[config.mk]
export PLATFORM = sky130hd
export DESIGN_NAME = rfcsl_top
export DESIGN_NICKNAME = d
export VERILOG_FILES = /design/src/rtl/rfcsl_pkg.sv /design/src/rtl/rfcsl_top.sv
export SDC_FILE = /design/constraint.sdc
export NUM_CORES = 1
export LEC_CHECK = 0
export BUFFER_PORTS_ARGS = -buffer_cell sky130_fd_sc_hd__buf_2
export CAP_MARGIN = 15
export CORE_MARGIN = 2
export CORE_UTILIZATION = 33
export DETAILED_ROUTE_END_ITERATION = 7
export GPL_TIMING_DRIVEN = 0
export PLACE_DENSITY = 0.63
export SLEW_MARGIN = 30
export SYNTH_ARGS = -nofsm -noshare
export SYNTH_HDL_FRONTEND = slang
export SYNTH_SLANG_ARGS = --single-unit
[constraint.sdc]
create_clock -name hclk -period 2.8 [get_ports hclk]
set_input_delay 0.42 -clock hclk [delete_from_list [all_inputs] [get_ports hclk]]
set_output_delay 0.42 -clock hclk [all_outputs]
set_load 0.01 [all_outputs]
[src/rtl/rfcsl_pkg.sv]
// Purpose : constants and types for the channel select loader
// Assumes : hclk at 100 MHz
// Notes   : register map and timing counts live here
package rfcsl_pkg;
  // ---------------------------------------------------------------
  // clock and timing
  // ---------------------------------------------------------------
  localparam int unsigned CLK_MHZ         = 100;
  localparam int unsigned START_HOLD_US   = 25;
  localparam int unsigned CLOCK_LOW_US    = 5;
  localparam int unsigned CLOCK_HIGH_US   = 8;
  localparam int unsigned LATCH_HOLD_US   = 5;
  localparam int unsigned GAP_MS          = 1;
  localparam int unsigned CHG_TIME_US     = 1500;
  localparam int unsigned TURN_ON_US      = 10000;
  // device-side checks use the host minimums, rounded up
  localparam int unsigned START_HOLD_CYC  = START_HOLD_US * CLK_MHZ;
  localparam int unsigned CLOCK_LOW_CYC   = CLOCK_LOW_US * CLK_MHZ;
  localparam int unsigned CLOCK_HIGH_CYC  = CLOCK_HIGH_US * CLK_MHZ;
  localparam int unsigned LATCH_HOLD_CYC  = LATCH_HOLD_US * CLK_MHZ;
  localparam int unsigned GAP_CYC         = GAP_MS * 1000 * CLK_MHZ;
  // settle times are longest times, rounded down
  localparam int unsigned CHG_CYC         = CHG_TIME_US * CLK_MHZ;
  localparam int unsigned TURN_ON_CYC     = TURN_ON_US * CLK_MHZ;
  // ---------------------------------------------------------------
  // channel values
  // ---------------------------------------------------------------
  localparam logic [7:0]  CHAN_MAX        = 8'h64;
  localparam logic [7:0]  CHAN_DEFAULT    = 8'h32;
  localparam logic [7:0]  CHAN_FAIL       = 8'h00;
  localparam int unsigned PACKET_BITS     = 8;
  // ---------------------------------------------------------------
  // register map (byte addresses)
  // ---------------------------------------------------------------
  localparam logic [11:0] REG_STATUS      = 12'h000;
  localparam logic [11:0] REG_CONTROL     = 12'h004;
  localparam logic [11:0] REG_LOADS       = 12'h008;
  localparam int unsigned ST_READY        = 0;
  localparam int unsigned ST_SERIAL       = 1;
  localparam int unsigned ST_ERROR        = 2;
  localparam int unsigned ST_CHAN_LSB     = 8;
  localparam int unsigned CTL_CHECK_TIME  = 0;
  localparam logic [31:0] CONTROL_RESET   = 32'h0000_0001;
  // ---------------------------------------------------------------
  // types
  // ---------------------------------------------------------------
  typedef struct packed {
    logic       ready;
    logic       serial;
    logic       error;
    logic [7:0] chan;
  } rfcsl_status_t;
  typedef enum logic [2:0] {
    SR_IDLE, SR_START, SR_LOW, SR_HIGH, SR_LATCH
  } rfcsl_sstate_t;
endpackage

[src/rtl/rfcsl_top.sv]
// Purpose : channel select loader: parallel pins or two-wire serial load
// Assumes : select pins and mode strap are asynchronous to hclk
// Notes   : software watches state over AHB-Lite; no interrupt logic
// ---------------------------------------------------------------
// Summary of operation
// - mode low selects parallel channel pins
// - three pins give channel 0..7, bit2 MSB
// - mode high or open selects serial
// - bit1 is serial clock, bit2 data
// - serial channel value 0 through 100
// - clock high, data low starts packet
// - eight bits, LSB first, assembled in order
// - no upper time limit on any phase
// - after eighth bit, both high latches channel
// - serial power-up channel is 50
// - failed load falls back to channel 0
// - ready again within 1.5 ms of change
// - ready within 10 ms of power
module rfcsl_top #(
  parameter int unsigned CHG_CYCLES  = rfcsl_pkg::CHG_CYC,
  parameter int unsigned TURN_CYCLES = rfcsl_pkg::TURN_ON_CYC,
  parameter int unsigned GAP_CYCLES  = rfcsl_pkg::GAP_CYC
) (
  input  wire logic        hclk,
  input  wire logic        hresetn,
  input  wire logic        hsel,
  input  wire logic [31:0] haddr,
  input  wire logic [1:0]  htrans,
  input  wire logic        hwrite,
  input  wire logic [2:0]  hsize,
  input  wire logic [31:0] hwdata,
  input  wire logic        hready,
  output logic      [31:0] hrdata,
  output logic             hreadyout,
  output logic             hresp,
  input  wire logic        mode_serial,
  input  wire logic        chan_sel_bit0,
  input  wire logic        chan_sel_bit1_serial_clock,
  input  wire logic        chan_sel_bit2_serial_data,
  output logic      [7:0]  chan_q,
  output logic             chan_ready_q
);
  // ---------------------------------------------------------------
  // pin synchronisers
  // ---------------------------------------------------------------
  logic [3:0] pin_meta_q;
  logic [3:0] pin_sync_q;
  // two flops on every external pin
  always_ff @(posedge hclk or negedge hresetn) begin
    if (!hresetn) begin
      pin_meta_q <= 4'h0;
      pin_sync_q <= 4'h0;
    end else begin
      pin_meta_q <= {mode_serial, chan_sel_bit2_serial_data,
                     chan_sel_bit1_serial_clock, chan_sel_bit0};
      pin_sync_q <= pin_meta_q;
    end
  end
  logic mode_s, sck_s, sda_s, sb0_s;
  assign {mode_s, sda_s, sck_s, sb0_s} = pin_sync_q;
  logic sck_prev_q;
  always_ff @(posedge hclk or negedge hresetn) begin
    if (!hresetn) sck_prev_q <= 1'b0;
    else          sck_prev_q <= sck_s;
  end
  logic sck_rise, sck_fall;
  assign sck_rise = sck_s & ~sck_prev_q;
  assign sck_fall = ~sck_s & sck_prev_q;

  // ---------------------------------------------------------------
  // control register and phase timer
  // ---------------------------------------------------------------
  logic [31:0] control_q;
  logic        check_time;
  assign check_time = control_q[rfcsl_pkg::CTL_CHECK_TIME];
  rfcsl_pkg::rfcsl_sstate_t st_q;
  logic [31:0] phase_cnt_q;
  // counts cycles in the current phase, saturating (no upper limit)
  always_ff @(posedge hclk or negedge hresetn) begin
    if (!hresetn) phase_cnt_q <= 32'h0;
    else if (sck_rise || sck_fall || st_q == rfcsl_pkg::SR_IDLE) phase_cnt_q <= 32'h0;
    else if (phase_cnt_q != 32'hFFFF_FFFF) phase_cnt_q <= phase_cnt_q + 32'h1;
  end
  function automatic logic short_phase(input logic [31:0] cnt, input int unsigned min_c,
                                       input logic en);
    short_phase = en && (cnt < min_c);
  endfunction

  // ---------------------------------------------------------------
  // serial receiver
  // ---------------------------------------------------------------
  logic [7:0] shift_q;
  logic [3:0] bit_cnt_q;
  logic       load_ok, load_bad;
  logic       gap_ok;
  logic [31:0] gap_cnt_q;
  // idle time since last packet or reset, for the gap check
  always_ff @(posedge hclk or negedge hresetn) begin
    if (!hresetn) gap_cnt_q <= 32'h0;
    else if (st_q != rfcsl_pkg::SR_IDLE) gap_cnt_q <= 32'h0;
    else if (gap_cnt_q != 32'hFFFF_FFFF) gap_cnt_q <= gap_cnt_q + 32'h1;
  end
  // the gap counter clears as soon as a start is seen, so the idle time
  // is judged while still idle and held through the start phase
  logic gap_met_q;
  always_ff @(posedge hclk or negedge hresetn) begin
    if (!hresetn) gap_met_q <= 1'b0;
    else if (st_q == rfcsl_pkg::SR_IDLE) gap_met_q <= (gap_cnt_q >= GAP_CYCLES);
  end
  assign gap_ok = !check_time || gap_met_q;
  // packet sequencer
  always_ff @(posedge hclk or negedge hresetn) begin
    if (!hresetn) begin
      st_q      <= rfcsl_pkg::SR_IDLE;
      shift_q   <= 8'h00;
      bit_cnt_q <= 4'h0;
    end else if (!mode_s) begin
      st_q <= rfcsl_pkg::SR_IDLE;
    end else begin
      case (st_q)
        rfcsl_pkg::SR_IDLE: begin
          bit_cnt_q <= 4'h0;
          if (sck_s && !sda_s && sck_prev_q) st_q <= rfcsl_pkg::SR_START;
        end
        rfcsl_pkg::SR_START: begin
          if (sda_s && sck_s) st_q <= rfcsl_pkg::SR_IDLE; // start withdrawn
          else if (sck_fall) st_q <= rfcsl_pkg::SR_LOW;
        end
        rfcsl_pkg::SR_LOW: begin
          if (sck_rise) begin
            shift_q   <= {sda_s, shift_q[7:1]};
            bit_cnt_q <= bit_cnt_q + 4'h1;
            st_q      <= rfcsl_pkg::SR_HIGH;
          end
        end
        rfcsl_pkg::SR_HIGH: begin
          if (sck_fall) st_q <= rfcsl_pkg::SR_LOW;
          else if (bit_cnt_q == 4'(rfcsl_pkg::PACKET_BITS) && sda_s)
            st_q <= rfcsl_pkg::SR_LATCH;
        end
        rfcsl_pkg::SR_LATCH: begin
          if (load_ok || load_bad || !sda_s || !sck_s) st_q <= rfcsl_pkg::SR_IDLE;
        end
        default: st_q <= rfcsl_pkg::SR_IDLE;
      endcase
    end
  end
  // timing faults observed by the device side
  logic timing_bad;
  assign timing_bad =
      (st_q == rfcsl_pkg::SR_START && sck_fall &&
       (short_phase(phase_cnt_q, rfcsl_pkg::START_HOLD_CYC, check_time) || !gap_ok)) ||
      (st_q == rfcsl_pkg::SR_LOW && sck_rise &&
       short_phase(phase_cnt_q, rfcsl_pkg::CLOCK_LOW_CYC, check_time)) ||
      (st_q == rfcsl_pkg::SR_HIGH && sck_fall &&
       (short_phase(phase_cnt_q, rfcsl_pkg::CLOCK_HIGH_CYC, check_time) ||
        bit_cnt_q >= 4'(rfcsl_pkg::PACKET_BITS))) ||
      (st_q == rfcsl_pkg::SR_LATCH && (!sda_s || !sck_s));
  logic err_flag_q;
  always_ff @(posedge hclk or negedge hresetn) begin
    if (!hresetn) err_flag_q <= 1'b0;
    else if (timing_bad) err_flag_q <= 1'b1;
    else if (st_q == rfcsl_pkg::SR_IDLE) err_flag_q <= 1'b0;
  end
  // both-high time of the latch phase, counted from its own entry;
  // the phase timer still holds the clock-high time there, which
  // would let a late data rise latch at once
  logic [31:0] latch_cnt_q;
  always_ff @(posedge hclk or negedge hresetn) begin
    if (!hresetn) latch_cnt_q <= 32'h0;
    else if (st_q != rfcsl_pkg::SR_LATCH) latch_cnt_q <= 32'h0;
    else if (latch_cnt_q != 32'hFFFF_FFFF) latch_cnt_q <= latch_cnt_q + 32'h1;
  end
  logic latch_done;
  assign latch_done = st_q == rfcsl_pkg::SR_LATCH && sda_s && sck_s &&
                      !short_phase(latch_cnt_q, rfcsl_pkg::LATCH_HOLD_CYC, check_time);
  assign load_ok  = latch_done && !err_flag_q && shift_q <= rfcsl_pkg::CHAN_MAX;
  assign load_bad = timing_bad || (latch_done && (err_flag_q ||
                    shift_q > rfcsl_pkg::CHAN_MAX));

  // ---------------------------------------------------------------
  // channel selection and ready
  // ---------------------------------------------------------------
  logic [7:0] chan_d;
  logic       mode_prev_q, started_q, last_err_q;
  always_comb begin
    chan_d = chan_q;
    if (!mode_s) chan_d = {5'h00, sda_s, sck_s, sb0_s};
    else if (!started_q || !mode_prev_q) chan_d = rfcsl_pkg::CHAN_DEFAULT;
    else if (load_ok) chan_d = shift_q;
    else if (load_bad) chan_d = rfcsl_pkg::CHAN_FAIL;
  end
  always_ff @(posedge hclk or negedge hresetn) begin
    if (!hresetn) begin
      chan_q      <= rfcsl_pkg::CHAN_DEFAULT;
      mode_prev_q <= 1'b0;
      started_q   <= 1'b0;
      last_err_q  <= 1'b0;
    end else begin
      chan_q      <= chan_d;
      mode_prev_q <= mode_s;
      started_q   <= 1'b1;
      if (load_ok) last_err_q <= 1'b0;
      else if (load_bad) last_err_q <= 1'b1;
    end
  end
  // lock timer: restarts on power-up and each channel change
  logic [31:0] lock_cnt_q;
  logic        first_lock_q;
  always_ff @(posedge hclk or negedge hresetn) begin
    if (!hresetn) begin
      lock_cnt_q   <= 32'h0;
      first_lock_q <= 1'b1;
      chan_ready_q <= 1'b0;
    end else if (started_q && chan_d != chan_q) begin
      lock_cnt_q   <= 32'h0;
      chan_ready_q <= 1'b0;
    end else if (lock_cnt_q >= (first_lock_q ? TURN_CYCLES : CHG_CYCLES) - 1) begin
      chan_ready_q <= 1'b1;
      first_lock_q <= 1'b0;
    end else begin
      lock_cnt_q <= lock_cnt_q + 32'h1;
    end
  end

  // ---------------------------------------------------------------
  // AHB-Lite slave: zero wait states, always OKAY
  // ---------------------------------------------------------------
  logic        dp_valid_q, dp_write_q;
  logic [11:0] dp_addr_q;
  logic [31:0] load_count_q;
  always_ff @(posedge hclk or negedge hresetn) begin
    if (!hresetn) begin
      dp_valid_q <= 1'b0;
      dp_write_q <= 1'b0;
      dp_addr_q  <= 12'h000;
    end else if (hready) begin
      dp_valid_q <= hsel && htrans[1];
      dp_write_q <= hwrite;
      dp_addr_q  <= haddr[11:0];
    end
  end
  always_ff @(posedge hclk or negedge hresetn) begin
    if (!hresetn) control_q <= rfcsl_pkg::CONTROL_RESET;
    else if (dp_valid_q && dp_write_q && dp_addr_q == rfcsl_pkg::REG_CONTROL)
      control_q <= {31'h0, hwdata[rfcsl_pkg::CTL_CHECK_TIME]};
  end
  always_ff @(posedge hclk or negedge hresetn) begin
    if (!hresetn) load_count_q <= 32'h0;
    else if (load_ok) load_count_q <= load_count_q + 32'h1;
  end
  rfcsl_pkg::rfcsl_status_t status;
  assign status = '{ready: chan_ready_q, serial: mode_s, error: last_err_q, chan: chan_q};
  always_comb begin
    case (dp_addr_q)
      rfcsl_pkg::REG_STATUS:  hrdata = {16'h0, status.chan, 5'h00, status.error,
                                        status.serial, status.ready};
      rfcsl_pkg::REG_CONTROL: hrdata = control_q;
      rfcsl_pkg::REG_LOADS:   hrdata = load_count_q;
      default:                hrdata = 32'h0;
    endcase
  end
  assign hreadyout = 1'b1;
  assign hresp     = 1'b0;

  // ---------------------------------------------------------------
  // checks
  // ---------------------------------------------------------------
  parallel_chan_a: assert property (@(posedge hclk) disable iff (!hresetn)
    (!mode_s && $stable(pin_sync_q)) |=> chan_q == {5'h00, $past(pin_sync_q[2:0])})
    else $error("parallel channel not decoded");
  serial_default_a: assert property (@(posedge hclk) disable iff (!hresetn)
    (mode_s && !mode_prev_q) |=> chan_q == 8'h32)
    else $error("serial entry did not select default channel");
  load_range_a: assert property (@(posedge hclk) disable iff (!hresetn)
    load_ok |=> chan_q <= 8'h64 && chan_q == $past(shift_q))
    else $error("loaded channel wrong");
  load_fail_a: assert property (@(posedge hclk) disable iff (!hresetn)
    (mode_s && mode_prev_q && load_bad) |=> chan_q == 8'h00)
    else $error("failed load did not fall back");
  lsb_first_a: assert property (@(posedge hclk) disable iff (!hresetn)
    (mode_s && st_q == rfcsl_pkg::SR_LOW && sck_rise) |=> shift_q[7] == $past(sda_s))
    else $error("bit not shifted in at msb end");
  start_seen_a: assert property (@(posedge hclk) disable iff (!hresetn)
    (mode_s && st_q == rfcsl_pkg::SR_IDLE && sck_s && sck_prev_q && !sda_s)
    |=> st_q == rfcsl_pkg::SR_START)
    else $error("start condition missed");
  ready_drop_a: assert property (@(posedge hclk) disable iff (!hresetn)
    (started_q && chan_d != chan_q) |=> !chan_ready_q)
    else $error("ready stayed high over channel change");
  bit_count_a: assert property (@(posedge hclk) disable iff (!hresetn)
    st_q == rfcsl_pkg::SR_LATCH |-> bit_cnt_q == 4'h8)
    else $error("latch without eight bits");
  // a latch must not complete before both lines stood high long enough
  latch_hold_a: assert property (@(posedge hclk) disable iff (!hresetn)
    (load_ok && check_time) |-> latch_cnt_q >= rfcsl_pkg::LATCH_HOLD_CYC)
    else $error("latch completed too early");
  // a short start hold must fail the load
  start_hold_a: assert property (@(posedge hclk) disable iff (!hresetn)
    (st_q == rfcsl_pkg::SR_START && sck_fall && check_time &&
     phase_cnt_q < rfcsl_pkg::START_HOLD_CYC) |-> load_bad)
    else $error("short start hold accepted");
  // a short clock-low phase must fail the load
  clock_low_a: assert property (@(posedge hclk) disable iff (!hresetn)
    (st_q == rfcsl_pkg::SR_LOW && sck_rise && check_time &&
     phase_cnt_q < rfcsl_pkg::CLOCK_LOW_CYC) |-> load_bad)
    else $error("short clock low accepted");
  // a short clock-high phase must fail the load
  clock_high_a: assert property (@(posedge hclk) disable iff (!hresetn)
    (st_q == rfcsl_pkg::SR_HIGH && sck_fall && check_time &&
     phase_cnt_q < rfcsl_pkg::CLOCK_HIGH_CYC) |-> load_bad)
    else $error("short clock high accepted");
  // a start too soon after the last packet must fail the load
  gap_check_a: assert property (@(posedge hclk) disable iff (!hresetn)
    (st_q == rfcsl_pkg::SR_START && sck_fall && check_time && !gap_met_q)
    |-> load_bad)
    else $error("short idle gap accepted");
  // parallel mode keeps the serial receiver parked
  parallel_idle_a: assert property (@(posedge hclk) disable iff (!hresetn)
    !mode_s |=> st_q == rfcsl_pkg::SR_IDLE)
    else $error("serial receiver active in parallel mode");
  // each serial clock rise in the low phase takes exactly one bit
  serial_bit_a: assert property (@(posedge hclk) disable iff (!hresetn)
    (mode_s && st_q == rfcsl_pkg::SR_LOW && sck_rise)
    |=> bit_cnt_q == $past(bit_cnt_q) + 4'h1)
    else $error("serial clock rise not counted");
  // the bus never signals an error response
  bus_okay_a: assert property (@(posedge hclk) disable iff (!hresetn)
    hresp == 1'b0 && hreadyout == 1'b1)
    else $error("bus response not okay");
endmodule
Word-level counts from Yosys, hierarchy flattened
Cells that the tools add are included.
{ "totals": {"regBits": 214, "in_bits": 78, "out_inout_bits": 43} }
{ "op_classes": {"add_sub_neg": 7, "magnitude_cmp": 9, "n_eq_ne": 19, "n_mux": 31, "bitwise": 5, "reduce_logical": 62} }
{ "op_table": {"columns": ["cell", "count"], "rows": [
  ["32-bit two-way mux", 8],
  ["32-bit by 1-bit adder with 32-bit output, second input constant", 5],
  ["32-bit != test, second input constant", 3],
  ["32-bit case mux with 3 select lines", 1],
  ["32-bit by 9-bit < comparator with 1-bit output, second input constant", 2],
  ["32-bit by 17-bit greater-or-equal comparator with 1-bit output, second input constant", 1],
  ["32-bit greater-or-equal comparator", 1],
  ["32-bit by 10-bit < comparator with 1-bit output, second input constant", 1],
  ["32-bit by 12-bit < comparator with 1-bit output, second input constant", 1],
  ["8-bit two-way mux", 4],
  ["1-bit logical AND", 25],
  ["3-bit two-way mux", 8],
  ["20-bit by 1-bit subtractor with 21-bit output, second input constant", 1],
  ["20-bit two-way mux", 1],
  ["1-bit logical OR", 15],
  ["3-bit case mux with 5 select lines", 1],
  ["2-bit nonzero test", 7],
  ["12-bit by 3-bit equality test with 1-bit output, second input constant", 1],
  ["12-bit by 4-bit equality test with 1-bit output, second input constant", 1],
  ["12-bit zero test", 1],
  ["3-bit != test, second input constant", 4],
  ["8-bit by 7-bit > comparator with 1-bit output, second input constant", 1],
  ["8-bit by 7-bit less-or-equal comparator with 1-bit output, second input constant", 1],
  ["1-bit zero test", 8],
  ["19 further kinds", 31]
]} }

Longest topological paths before layout
Gate-level depths: netlist of the first run.
{ "logic_depth": {"depth_word": 17, "ltp_mapped": 10, "ltp_nobuf": 9} }

Least setup slack after synthesis of the first run
No wires, ideal clock.
{ "synth_path": {"path_kind": "register to register", "start": "register first_lock_q", "end": "register lock_cnt_q[12]", "setup_time_ns": 0.139, "t_arrival_ns": 2.571, "setup_slack_ns": 0.090, "stages_incl_launch_ff": 11, "n_path_buf": 1, "period_less_slack_ns": 2.710, "path_cell_list": "dfstp_2 -> inv_1 -> ha_1 -> or4_1 -> a211oi_1 -> o211ai_1 -> a21oi_1 -> buf_4 -> nand4_1 -> xor2_1 -> a21oi_2"} }
{ "synth_between": {"elab_chain_len": 4} }
{ "synth_rtl": {"columns": ["item", "line_no", "text"], "rows": [
  ["start, declared", "rfcsl_top.sv:209", "logic first_lock_q;"],
  ["start signal, assigned", "rfcsl_top.sv:213", "first_lock_q <= 1'b1;"],
  ["start signal, assigned", "rfcsl_top.sv:220", "first_lock_q <= 1'b0;"],
  ["20-bit two-way mux", "rfcsl_top.sv:218", "end else if (lock_cnt_q >= (first_lock_q ? TURN_CYCLES : CHG_CYCLES) - 1) begin"],
  ["20-bit by 1-bit subtractor with 21-bit output", "rfcsl_top.sv:218", null],
  ["32-bit greater-or-equal comparator", "rfcsl_top.sv:218", null],
  ["2-bit != test (no line)", null, null],
  ["end signal, assigned", "rfcsl_top.sv:222", "lock_cnt_q <= lock_cnt_q + 32'h1;"],
  ["end, declared", "rfcsl_top.sv:208", "logic [31:0] lock_cnt_q;"]
]} }
No other way between the ends.
A chain may end at the register's enable or synchronous reset.

Worst setup path after layout of the first run
{ "layout_path": {"start": "register first_lock_q", "end": "register lock_cnt_q[17]"} }
The elaborated chain is that of the path after synthesis.

==> out/qor.yml, run 1 <==
timing.final.setup_violations: 0
ys_seq_area_frac: 0.478
number_of_flops_mapped_to_enable_cells_by_yosys: 0
worst_hold_path.num_cells: 1
critPathMaxFanout: 8
utilization: 0.397
initial_utilization: 0.334
cp_data_arrival_time_ns: 3.11
route.detailed.drc: 0
via_count: 8649
core_um2: 33500
cts_num_sinks: 214
syn_inst: 1130
design.final.nets: 1328
dpl.hpwl_um: 17100
crit-reg2reg-capture: "lock_cnt_q[17]$_DFFE_PN0P_"
antenna_violations_before_repair: 1
hold_violations: 0
grt_first_pass_wirelength_um: 42400
number_of_placed_i_o_pins: 121
status: "finished, final reports clean"
place.port_buffers: 62
path_class: "flop to flop"
avgRoutedWirePerCell_um: 14.7
synth_area_um2: 11200
crit_path_start: "first_lock_q$_DFFE_PN1P_"
post-route-min-period_ns: 2.74
leakagePower_nw: 5.70
grt_start_max_net_pins: 85
cp-start-kind: "flop"
worst_pin_slew_ns: 0.771
ff2ff_setup_slack_ns: 0.06
grt_util_all_layers: 0.140
multi_input_gate_area_in_the_final_layout_um2: 5660
cap_viol_max_count: 0
grt_pass1_vias: 8456
maxClockFrequency_mhz: 365
clock_tree.root_cell: "sky130_fd_sc_hd__clkbuf_16"
power-per-cell-area_nw_per_um2: 545
clk_path_buf_depth: 3
drive_gt1_frac: 0.178
seq_area_um2: 5360
postSynth.topFlopCell: "sky130_fd_sc_hd__dfrtp_1"
count_of_different_cell_masters_after_synthesis: 74
post_synthesis_async_set_or_reset_flop_share: 1.00
hp-class: "input port to flop"
area_growth_syn_to_layout_pct: 18.7
detailedRoute.firstIterationViolations: 365
post-synth-top-area-cell: "sky130_fd_sc_hd__dfrtp_1"
routability_congestion: 0.818
post-place-ws_ns: -0.432
cts_made_buffers: 24
crit-reg2reg-launch: "first_lock_q$_DFFE_PN1P_"
detail_route.first_pass.iterations: 5
timing.reg2reg.worst_path_depth: 10
tritoncts_clock_tree: "done"
yosys-top-cells-area: "sky130_fd_sc_hd__dfrtp_1 47%, sky130_fd_sc_hd__xor2_1 6.2%, sky130_fd_sc_hd__nor2_1 4.4%"
ctsHtreeMaxLevel: 1
fp.dieH_um: 188
cp.required_ns: 3.17
most_frequently_used_cell_type_in_the_post_synthesis_netlist: "sky130_fd_sc_hd__dfrtp_1"
netlist_top_cells_count: "209 x sky130_fd_sc_hd__dfrtp_1, 130 x sky130_fd_sc_hd__nor2_1, 80 x sky130_fd_sc_hd__xor2_1"
die-width_um: 188
fill_cell_total_of_the_finished_layout: 3322
postRouteAntennaNets: 0
average_cell_area_after_synthesis_um2: 9.92
worstHoldStart: "mode_serial"
post-route-period-util: 0.980
worstSkewPairLatency_ns: 0.51
share_of_yosys_cell_area_claimed_by_the_top_area_cell_type: 0.466
rsz0062_at_grt: "yes"
overflow_after_grt: 0
timing.final.max_slew_violations: 0
cts.reportedPaths.clkPinSlew_ns: 0.06
placement.cell_area_um2: 12200
num_rows: 67
route.final.wire_length_um: 24900
vdd_drop_max_mv: 0.419
design_area_um2: 13300
fin_skew_ns: 0.0138
synth_seq_cells: 214
min_delay_worst_endpoint: "pin_meta_q[3]$_DFF_PN0_"
avgViaCountPerCell: 5.10
ys.warnings.count: 0
die_area_um2: 35500
finalWorstSetupSlack_ns: 0.0569
worst_setup_path_end_kind: "flop"
max_slew_margin: 0.486
antenna_cells: 0
## cell usage in the layout (no fill, tap or decap), types with 5 or more instances in the layout
cell	netlist	routed
sky130_fd_sc_hd__or3_1	12	12
sky130_fd_sc_hd__xor2_1	80	79
sky130_fd_sc_hd__a31oi_1	9	9
sky130_fd_sc_hd__a21boi_2	8	8
sky130_fd_sc_hd__a21boi_0	6	6
sky130_fd_sc_hd__clkbuf_16	0	25
sky130_fd_sc_hd__o21ai_0	33	33
sky130_fd_sc_hd__clkbuf_1	29	26
sky130_fd_sc_hd__a21oi_1	30	29
sky130_fd_sc_hd__and4_1	14	14
sky130_fd_sc_hd__inv_1	33	32
sky130_fd_sc_hd__nor4_1	24	18
sky130_fd_sc_hd__ha_1	19	18
sky130_fd_sc_hd__nand4_1	52	52
sky130_fd_sc_hd__a21oi_2	22	23
sky130_fd_sc_hd__nand2_1	74	73
sky130_fd_sc_hd__dfrtp_1	209	209
sky130_fd_sc_hd__dfstp_2	5	5
sky130_fd_sc_hd__buf_4	5	13
sky130_fd_sc_hd__nand3_1	64	62
sky130_fd_sc_hd__and3_1	29	29
sky130_fd_sc_hd__nor2_1	130	129
sky130_fd_sc_hd__nor4_2	1	5
sky130_fd_sc_hd__buf_6	4	6
sky130_fd_sc_hd__buf_2	5	65
sky130_fd_sc_hd__o211ai_1	7	7
sky130_fd_sc_hd__and2_1	27	27
sky130_fd_sc_hd__clkbuf_8	0	7
sky130_fd_sc_hd__mux2i_1	15	15
sky130_fd_sc_hd__mux2_2	16	16
sky130_fd_sc_hd__nor3_1	31	30
sky130_fd_sc_hd__xnor2_1	52	51
## where the power goes
group / internal (W) / switching [W] / total, W
combinational: 0.000200 / 0.000405 / 0.000604
sequential: 0.00318 / 0.0000985 / 0.00328
clock: 0.00207 / 0.00129 / 0.00336
total: 0.00545 / 0.00180 / 0.00725
## registers in the layout, summed over array words and instances (netlist names)
signal	flops
gap_met_q	1
bit_cnt_q	4
pin_meta_q	4
err_flag_q	1
load_count_q	32
started_q	1
control_q	1
sck_prev_q	1
latch_cnt_q	32
dp_addr_q	12
dp_valid_q	1
first_lock_q	1
shift_q	8
chan_q	8
lock_cnt_q	32
chan_ready_q	1
pin_sync_q	4
gap_cnt_q	32
dp_write_q	1
st_q	3
last_err_q	1
phase_cnt_q	32
mode_prev_q	1
## worst max path at each step
| stage | to |
|---|---|
| floorplan | lock_cnt_q[12]$_DFFE_PN0P_ |
| global placement | pin_meta_q[1]$_DFF_PN0_ |
| detailed placement | lock_cnt_q[14]$_DFFE_PN0P_ |
| CTS | load_count_q[24]$_DFFE_PN0P_ |
| global route | lock_cnt_q[17]$_DFFE_PN0P_ |
| finish | lock_cnt_q[17]$_DFFE_PN0P_ |
## through the flow
step | instances | hold slack, ns | setup TNS [ns] | total power, W
after floorplan | 1131 | 0.124 | 0 | 0.00369
after global placement | 1641 | 0.332 | -515.62 | 0.00391
after detailed placement | 1643 | 0.336 | -8.66 | 0.00393
after CTS | 1694 | 0.00327 | 0 | 0.00731
after global routing | 1697 | 0.00467 | -0.202 | 0.00755
final | 1697 | 0.0172 | 0 | 0.00725
## logic make-up (layout without fill, tap and decap cells)
group	count (synthesis)	count (layout)	share of synthesized area
flip-flops	214	214	0.478
AND/OR/NAND/NOR	494	494	0.229
multiplexers	31	31	0.0295
buffers and inverters	80	198	0.0336
XOR/XNOR	132	132	0.103
other	2	3	0.000670
adder cells (fa/ha/maj)	19	19	0.0212
AO/OA/AOI/OAI	158	158	0.105
## critical path, stage by stage, from the launching register on
cell and delay (ns):
sky130_fd_sc_hd__dfstp_2 0.57, sky130_fd_sc_hd__inv_4 0.06, sky130_fd_sc_hd__ha_4 0.15, sky130_fd_sc_hd__or4_4 0.50
sky130_fd_sc_hd__a211oi_2 0.21, sky130_fd_sc_hd__o211ai_1 0.20, sky130_fd_sc_hd__a2111oi_4 0.34, sky130_fd_sc_hd__buf_6 0.19
sky130_fd_sc_hd__nand4_1 0.12, sky130_fd_sc_hd__xor2_1 0.20, sky130_fd_sc_hd__a21oi_2 0.05
## what timing repair did
action,4_1_cts,5_1_grt
hold endpoints to repair,58,1
hold buffers,1,1
resized for setup,17,23
pin swaps,6,8
endpoints found under the setup margin,72,86
cloned,0,0
buffers inserted,7,3
## layout make-up
cell class              count  share of cell area
repair buffers             76              0.0356
clock inverters            11              0.0107
multi-input cells         837               0.425
flip-flops and latches    214               0.403
inverters                  33             0.00950
plain buffers              45              0.0198
well taps                 448              0.0421
clock buffers              33              0.0538
## routing by layer
| layer | part of all wire | routed length, µm | vias to the layer above | global-route usage |
|---|---|---|---|---|
| li1 | - | - | 4207 | - |
| met1 | 0.49 | 12100 | 4243 | 0.203 |
| met2 | 0.45 | 11300 | 161 | 0.222 |
| met3 | 0.038 | 936 | 38 | 0.0197 |
| met4 | 0.022 | 547 | 0 | 0.0352 |
| met5 | 0 | 0 | - | 0 |
Power figures use the tool's default switching activity.
==> inputs of run 2 (changes only) <==
--- a/config.mk
+++ b/config.mk
@@ -12,7 +12,7 @@
 export DETAILED_ROUTE_END_ITERATION = 7
 export GPL_TIMING_DRIVEN = 0
 export PLACE_DENSITY = 0.63
-export SLEW_MARGIN = 30
+export RECOVER_POWER = 25
 export SYNTH_ARGS = -nofsm -noshare
 export SYNTH_HDL_FRONTEND = slang
 export SYNTH_SLANG_ARGS = --single-unit
==> out/qor.yml, run 2 (same netlist as run 1, synthesis figures left out) <==
clk_path_buf_depth: 3  # unchanged
clock_power_share: 0.460  # -0.004
grt_start_max_net_pins: 87  # +2.4%
rsz0062_at_grt: "no"
finalSetupTns_ns: 0  # unchanged
routability_congestion: 0.818  # unchanged
fin_skew_ns: 0.0145  # +0.000693 ns
die-width_um: 188  # unchanged
power.switching_fraction: 0.247  # -0.00106
overflow_after_grt: 0  # unchanged
power-per-cell-area_nw_per_um2: 544  # -0.16%
avgViaCountPerCell: 5.03  # -1.3%
core_um2: 33500  # unchanged
worst_pin_slew_ns: 1.52  # +0.747 ns
cp_data_arrival_time_ns: 2.25  # -0.86 ns
finalWorstSetupSlack_ns: 0.132  # +0.0747 ns
cp_slowest_stage_delay_ns: 0.40  # -0.17 ns
cts_made_buffers: 24  # unchanged
dpl.hpwl_um: 17200  # +0.29%
detail_route.first_pass.iterations: 4  # -1
post-place-cells: 1643  # unchanged
antenna_violations_before_repair: 1  # unchanged
grt_pass1_vias: 8352  # -1.2%
vdd_drop_max_mv: 0.372  # -11%
status: "complete, but fails checks"
fp.dieH_um: 188  # unchanged
post-place-ws_ns: -0.443  # -0.0102 ns
seq_area_um2: 5360  # unchanged
cts.reportedPaths.clkPinSlew_ns: 0.06  # about the same
grt_util_all_layers: 0.139  # -0.00179
fill_cell_total_of_the_finished_layout: 3319  # -0.090%
max_slew_margin: -0.0120  # -0.498
detailedRoute.firstIterationViolations: 477  # +31%
portion_of_total_power_attributed_to_combinational_logic: 0.084  # about the same
num_rows: 67  # unchanged
number_of_placed_i_o_pins: 121  # unchanged
worstPathCellList: "nor4_2, nand3_1, or2_4, nor2_4, clkbuf_8, and2_1, buf_2"
utilization: 0.395  # -0.00164
failed_checks: "max-capacitance violations, max-slew violations"
leakagePower_nw: 5.66  # -0.61%
seq_power_share: 0.455  # +0.002
via_count: 8533  # -1.3%
intPower_w: 0.00542  # -0.43%
critical_path.top_delay_family: "simple AND/OR/NAND/NOR gates"
post-route-period-util: 0.953  # -0.0267
area_growth_syn_to_layout_pct: 18.2
worst_setup_path_end_kind: "output port"
avgRoutedWirePerCell_um: 14.6  # -0.27%
tritoncts_clock_tree: "done"
cts_num_sinks: 214  # unchanged
cpMaxStageDelayCell: "sky130_fd_sc_hd__dfrtp_1"
post-route-min-period_ns: 2.67  # -0.0747 ns
hold_violations: 0  # unchanged
initial_utilization: 0.334  # unchanged
clock_tree.root_cell: "sky130_fd_sc_hd__clkbuf_16"
route.final.wire_length_um: 24800  # -0.27%
layout.cells.most_common_list: "209 x sky130_fd_sc_hd__dfrtp_1, 127 x sky130_fd_sc_hd__nor2_1, 80 x sky130_fd_sc_hd__xor2_1"
ctsHtreeMaxLevel: 1  # unchanged
multi_input_gate_area_in_the_final_layout_um2: 5640  # -0.40%
timing.final.max_slew_violations: 60  # +60
critPathMaxFanout: 10  # +2
design.final.nets: 1328  # unchanged
worstSkewPairLatency_ns: 0.52  # about the same
postRouteAntennaNets: 0  # unchanged
place.port_buffers: 62  # unchanged
antenna_cells: 0  # unchanged
route.detailed.drc: 0  # unchanged
layout.cells.non_filler: 1697  # unchanged
cap_viol_max_count: 1  # +1
p_switching_w: 0.00178  # -0.99%
cp-start-kind: "flop"
path_class: "flop to output port"
layout.cells.most_common: "sky130_fd_sc_hd__dfrtp_1"
grt_first_pass_wirelength_um: 41800  # -1.3%
total_power_w: 0.00720  # -0.57%
die_area_um2: 35500  # unchanged
drive_gt1_frac: 0.175  # -0.00320
hp-class: "input port to flop"
maxClockFrequency_mhz: 375  # +2.8%
cp.buffers_inverters: 2  # unchanged
timing.final.setup_violations: 0  # unchanged
cp.required_ns: 2.38  # -0.79 ns
-- run 2: area by class of cell --
type	instances	share of cell area
multi-input combinational	837	0.425
sequential	214	0.405
clock buffer	32	0.0530
tap	448	0.0423
timing repair buffer	76	0.0346
buffer	45	0.0195
clock inverter	12	0.0110
inverter	33	0.00954
-- run 2: power by group through the flow --
stage	sequential (W)	combinational [W]	clock, W
after global placement	0.00333	0.000579	0
after CTS	0.00328	0.000610	0.00340
after floorplan	0.00330	0.000386	0
final	0.00328	0.000608	0.00332
after detailed placement	0.00333	0.000602	0
after global routing	0.00329	0.000692	0.00354
-- run 2: per-layer routing --
metal | up-vias | GRT usage | part of all wire | wire length [µm]
li1 | 4197 | - | - | -
met1 | 4153 | 0.202 | 0.49 | 12200
met2 | 156 | 0.219 | 0.45 | 11300
met3 | 27 | 0.0179 | 0.038 | 954
met4 | 0 | 0.0328 | 0.018 | 437
met5 | - | 0 | 0 | 0
-- run 2: timing repair --
item / CTS / global route
hold buffers: 1 / 0
pin swaps: 6 / 9
endpoints found under the setup margin: 72 / 91
setup buffers: 7 / 4
endpoints found under the hold margin: 58 / 0
gates resized for setup: 16 / 20
-- run 2: path summary, 6_finish.rpt --
| check | cells after the start | start | to | slack [ns] |
|---|---|---|---|---|
| worst min register to register | 0 | pin_meta_q[0]$_DFF_PN0_ | pin_sync_q[0]$_DFF_PN0_ | 0.35 |
| max in group asynchronous | 4 | hresetn | gap_cnt_q[6]$_DFFE_PN0P_ | 0.51 |
| worst min-delay path | 1 | chan_sel_bit1_serial_clock | pin_meta_q[1]$_DFF_PN0_ | 0.03 |
| worst max-delay path | 7 | dp_addr_q[8]$_DFFE_PN0P_ | hrdata[6] | 0.13 |
| worst max register to register | 10 | first_lock_q$_DFFE_PN1P_ | lock_cnt_q[17]$_DFFE_PN0P_ | 0.14 |
| min in group asynchronous | 2 | hresetn | load_count_q[15]$_DFFE_PN0P_ | 0.81 |
-- run 2: through the flow --
step                hold slack (ns)  cell area (µm²)
floorplan                     0.124            11200
global placement              0.332            12100
detailed placement            0.336            12200
CTS                          0.0173            13100
global route                 0.0239            13300
finish                       0.0336            13300
==> inputs of run 3 (changes only) <==
--- a/config.mk
+++ b/config.mk
@@ -5,13 +5,14 @@
 export SDC_FILE = /design/constraint.sdc
 export NUM_CORES = 1
 export LEC_CHECK = 0
+export ABC_CLOCK_PERIOD_IN_PS = 2800
 export BUFFER_PORTS_ARGS = -buffer_cell sky130_fd_sc_hd__buf_2
 export CAP_MARGIN = 15
 export CORE_MARGIN = 2
-export CORE_UTILIZATION = 33
+export CORE_UTILIZATION = 45
 export DETAILED_ROUTE_END_ITERATION = 7
 export GPL_TIMING_DRIVEN = 0
-export PLACE_DENSITY = 0.63
+export PLACE_DENSITY = 0.77
 export RECOVER_POWER = 25
 export SYNTH_ARGS = -nofsm -noshare
 export SYNTH_HDL_FRONTEND = slang
==> out/qor.yml, run 3 (same netlist as run 1, synthesis figures left out) <==
num_rows: 57  # -15%
layout.cells.non_filler: 1575  # -7.2%
maxClockFrequency_mhz: 361  # -3.6%
seq_power_share: 0.468  # +0.013
die-width_um: 162  # -14%
timing.final.setup_violations: 0  # unchanged
cp.required_ns: 3.16  # +0.78 ns
worstPathCellList: "nor4b_1, nand4_1, nor4_2, a21bo_2, nor2_1, o221ai_2, buf_6, a21oi_2"
drive_gt1_frac: 0.172  # -0.00268
die_area_um2: 26200  # -26%
fill_cell_total_of_the_finished_layout: 2106  # -37%
fin_skew_ns: 0.0208  # +0.00634 ns
clk_path_buf_depth: 3  # unchanged
tritoncts_clock_tree: "done"
dpl.hpwl_um: 16500  # -4.1%
avgRoutedWirePerCell_um: 15.6  # +6.9%
path_class: "flop to flop"
worst_pin_slew_ns: 1.44  # -0.0774 ns
grt_pass1_vias: 8662  # +3.7%
leakagePower_nw: 5.63  # -0.66%
cp-start-kind: "flop"
clock_tree.root_cell: "sky130_fd_sc_hd__clkbuf_16"
utilization: 0.533  # +0.138
cp_data_arrival_time_ns: 3.13  # +0.88 ns
rsz0062_at_grt: "yes"
status: "finished, final reports clean"
max_slew_margin: 0.0396  # +0.0516
postRouteAntennaNets: 0  # unchanged
p_switching_w: 0.00180  # +1.0%
area_growth_syn_to_layout_pct: 15.9
post-route-min-period_ns: 2.77  # +0.100 ns
intPower_w: 0.00521  # -4.0%
ctsHtreeMaxLevel: 1  # unchanged
hp-class: "input port to flop"
antenna_violations_before_repair: 0  # -1
antenna_cells: 0  # unchanged
detail_route.first_pass.iterations: 5  # +1
overflow_after_grt: 0  # unchanged
place.port_buffers: 62  # unchanged
cp_slowest_stage_delay_ns: 0.61  # +0.21 ns
cts.reportedPaths.clkPinSlew_ns: 0.06  # about the same
via_count: 8735  # +2.4%
grt_first_pass_wirelength_um: 41500  # -0.81%
core_um2: 24400  # -27%
portion_of_total_power_attributed_to_combinational_logic: 0.085  # about the same
post-place-cells: 1518  # -7.6%
design.final.nets: 1332  # +0.30%
fp.dieH_um: 162  # -14%
post-route-period-util: 0.989  # +0.0358
cts_num_sinks: 214  # unchanged
route.detailed.drc: 0  # unchanged
clock_power_share: 0.446  # -0.014
number_of_placed_i_o_pins: 121  # unchanged
layout.cells.most_common_list: "209 x sky130_fd_sc_hd__dfrtp_1, 129 x sky130_fd_sc_hd__nor2_1, 79 x sky130_fd_sc_hd__xor2_1"
power-per-cell-area_nw_per_um2: 539  # -0.89%
vdd_drop_max_mv: 0.397  # +6.6%
routability_congestion: 0.873  # +6.7%
cts_made_buffers: 23  # -4.2%
avgViaCountPerCell: 5.55  # +10%
hold_violations: 0  # unchanged
grt_util_all_layers: 0.188  # +0.0497
worst_hold_path.num_cells: 1  # unchanged
layout.cells.most_common: "sky130_fd_sc_hd__dfrtp_1"
critPathMaxFanout: 10  # unchanged
detailedRoute.firstIterationViolations: 663  # +39%
cpMaxStageDelayCell: "sky130_fd_sc_hd__dfstp_2"
worstSkewPairLatency_ns: 0.52  # about the same
initial_utilization: 0.460  # +0.125
route.final.wire_length_um: 24600  # -0.75%
cap_viol_max_count: 0  # -1
timing.reg2reg.worst_path_depth: 8  # -2
worst_setup_path_end_kind: "flop"
power.switching_fraction: 0.257  # +0.00966
grt_start_max_net_pins: 111  # +28%
timing.final.max_slew_violations: 0  # -100%
-- run 3: cell count changes in the layout (fill, tap and decap cells not counted), sizes merged --
cell | previous run | this run
clkbuf | 63 | 56
buf | 85 | 91
inv | 33 | 35
clkinvlp | 3 | 4
-- run 3: repair_timing --
action                                  CTS  global route
hold buffers                              1             0
pin swaps                                 6            12
buffers inserted                          7             9
endpoints found under the hold margin    50             0
resized for setup                        16            12
cloned                                    0             1
endpoints found under the setup margin   70            66
-- run 3: final timing paths --
| check | startpoint | end | slack [ns] |
|---|---|---|---|
| max | control_q[0]$_DFFE_PN1P_ | lock_cnt_q[11]$_DFFE_PN0P_ | 0.03 |
| min | mode_serial | pin_meta_q[3]$_DFF_PN0_ | 0.01 |
| max reg2reg | control_q[0]$_DFFE_PN1P_ | lock_cnt_q[11]$_DFFE_PN0P_ | 0.03 |
| min reg2reg | pin_meta_q[2]$_DFF_PN0_ | pin_sync_q[2]$_DFF_PN0_ | 0.35 |
| max in group asynchronous | hresetn | gap_cnt_q[6]$_DFFE_PN0P_ | 0.76 |
| min in group asynchronous | hresetn | latch_cnt_q[15]$_DFFE_PN0P_ | 0.80 |
-- run 3: through the flow --
step / area, µm² / TNS [ns] / worst slack, ns / hold slack [ns] / total power [W]
2_1_floorplan: 11200 / 0 / 0.0903 / 0.124 / 0.00369
3_3_place_gp: 11900 / -486.86 / -2.29 / 0.335 / 0.00389
3_5_place_dp: 12000 / -7.98 / -0.453 / 0.335 / 0.00392
4_1_cts: 12900 / 0 / 0.00205 / 0.00300 / 0.00706
5_1_grt: 13000 / -0.437 / -0.0623 / 0.00717 / 0.00728
6_report: 13000 / 0 / 0.0313 / 0.0114 / 0.00701
-- run 3: area by class of cell --
| class | instances | area, µm² | area share |
|---|---|---|---|
| Clock inverter | 15 | 178 | 0.0137 |
| Tap cell | 324 | 405 | 0.0312 |
| Buffer | 45 | 260 | 0.0200 |
| Clock buffer | 26 | 597 | 0.0459 |
| Inverter | 33 | 126 | 0.00972 |
| Sequential cell | 214 | 5360 | 0.412 |
| Multi-Input combinational cell | 837 | 5600 | 0.430 |
| Timing Repair Buffer | 81 | 477 | 0.0367 |
-- run 3: power by group through the flow --
stage | registers [W] | clock network, W | logic, W
floorplan | 0.00330 | 0 | 0.000386
global route | 0.00329 | 0.00331 | 0.000670
CTS | 0.00328 | 0.00318 | 0.000598
finish | 0.00328 | 0.00313 | 0.000598
detailed placement | 0.00333 | 0 | 0.000587
global placement | 0.00332 | 0 | 0.000566
-- run 3: worst max-delay path: cells and delay by family, from the launching register on --
family | cells | cell delay (ns)
buffers and inverters | 1 | 0.24
AOI/OAI and AO/OA | 3 | 0.77
and+or+nand+nor | 4 | 0.99
DFF | 1 | 0.61
-- run 3: per-layer routing --
metal  up-vias  part of all wire  track usage
met5         -                 0            0
met4         0             0.021       0.0507
met3        43             0.041       0.0243
met2       208              0.47        0.311
met1      4269              0.46        0.263
li1       4215                 -            -
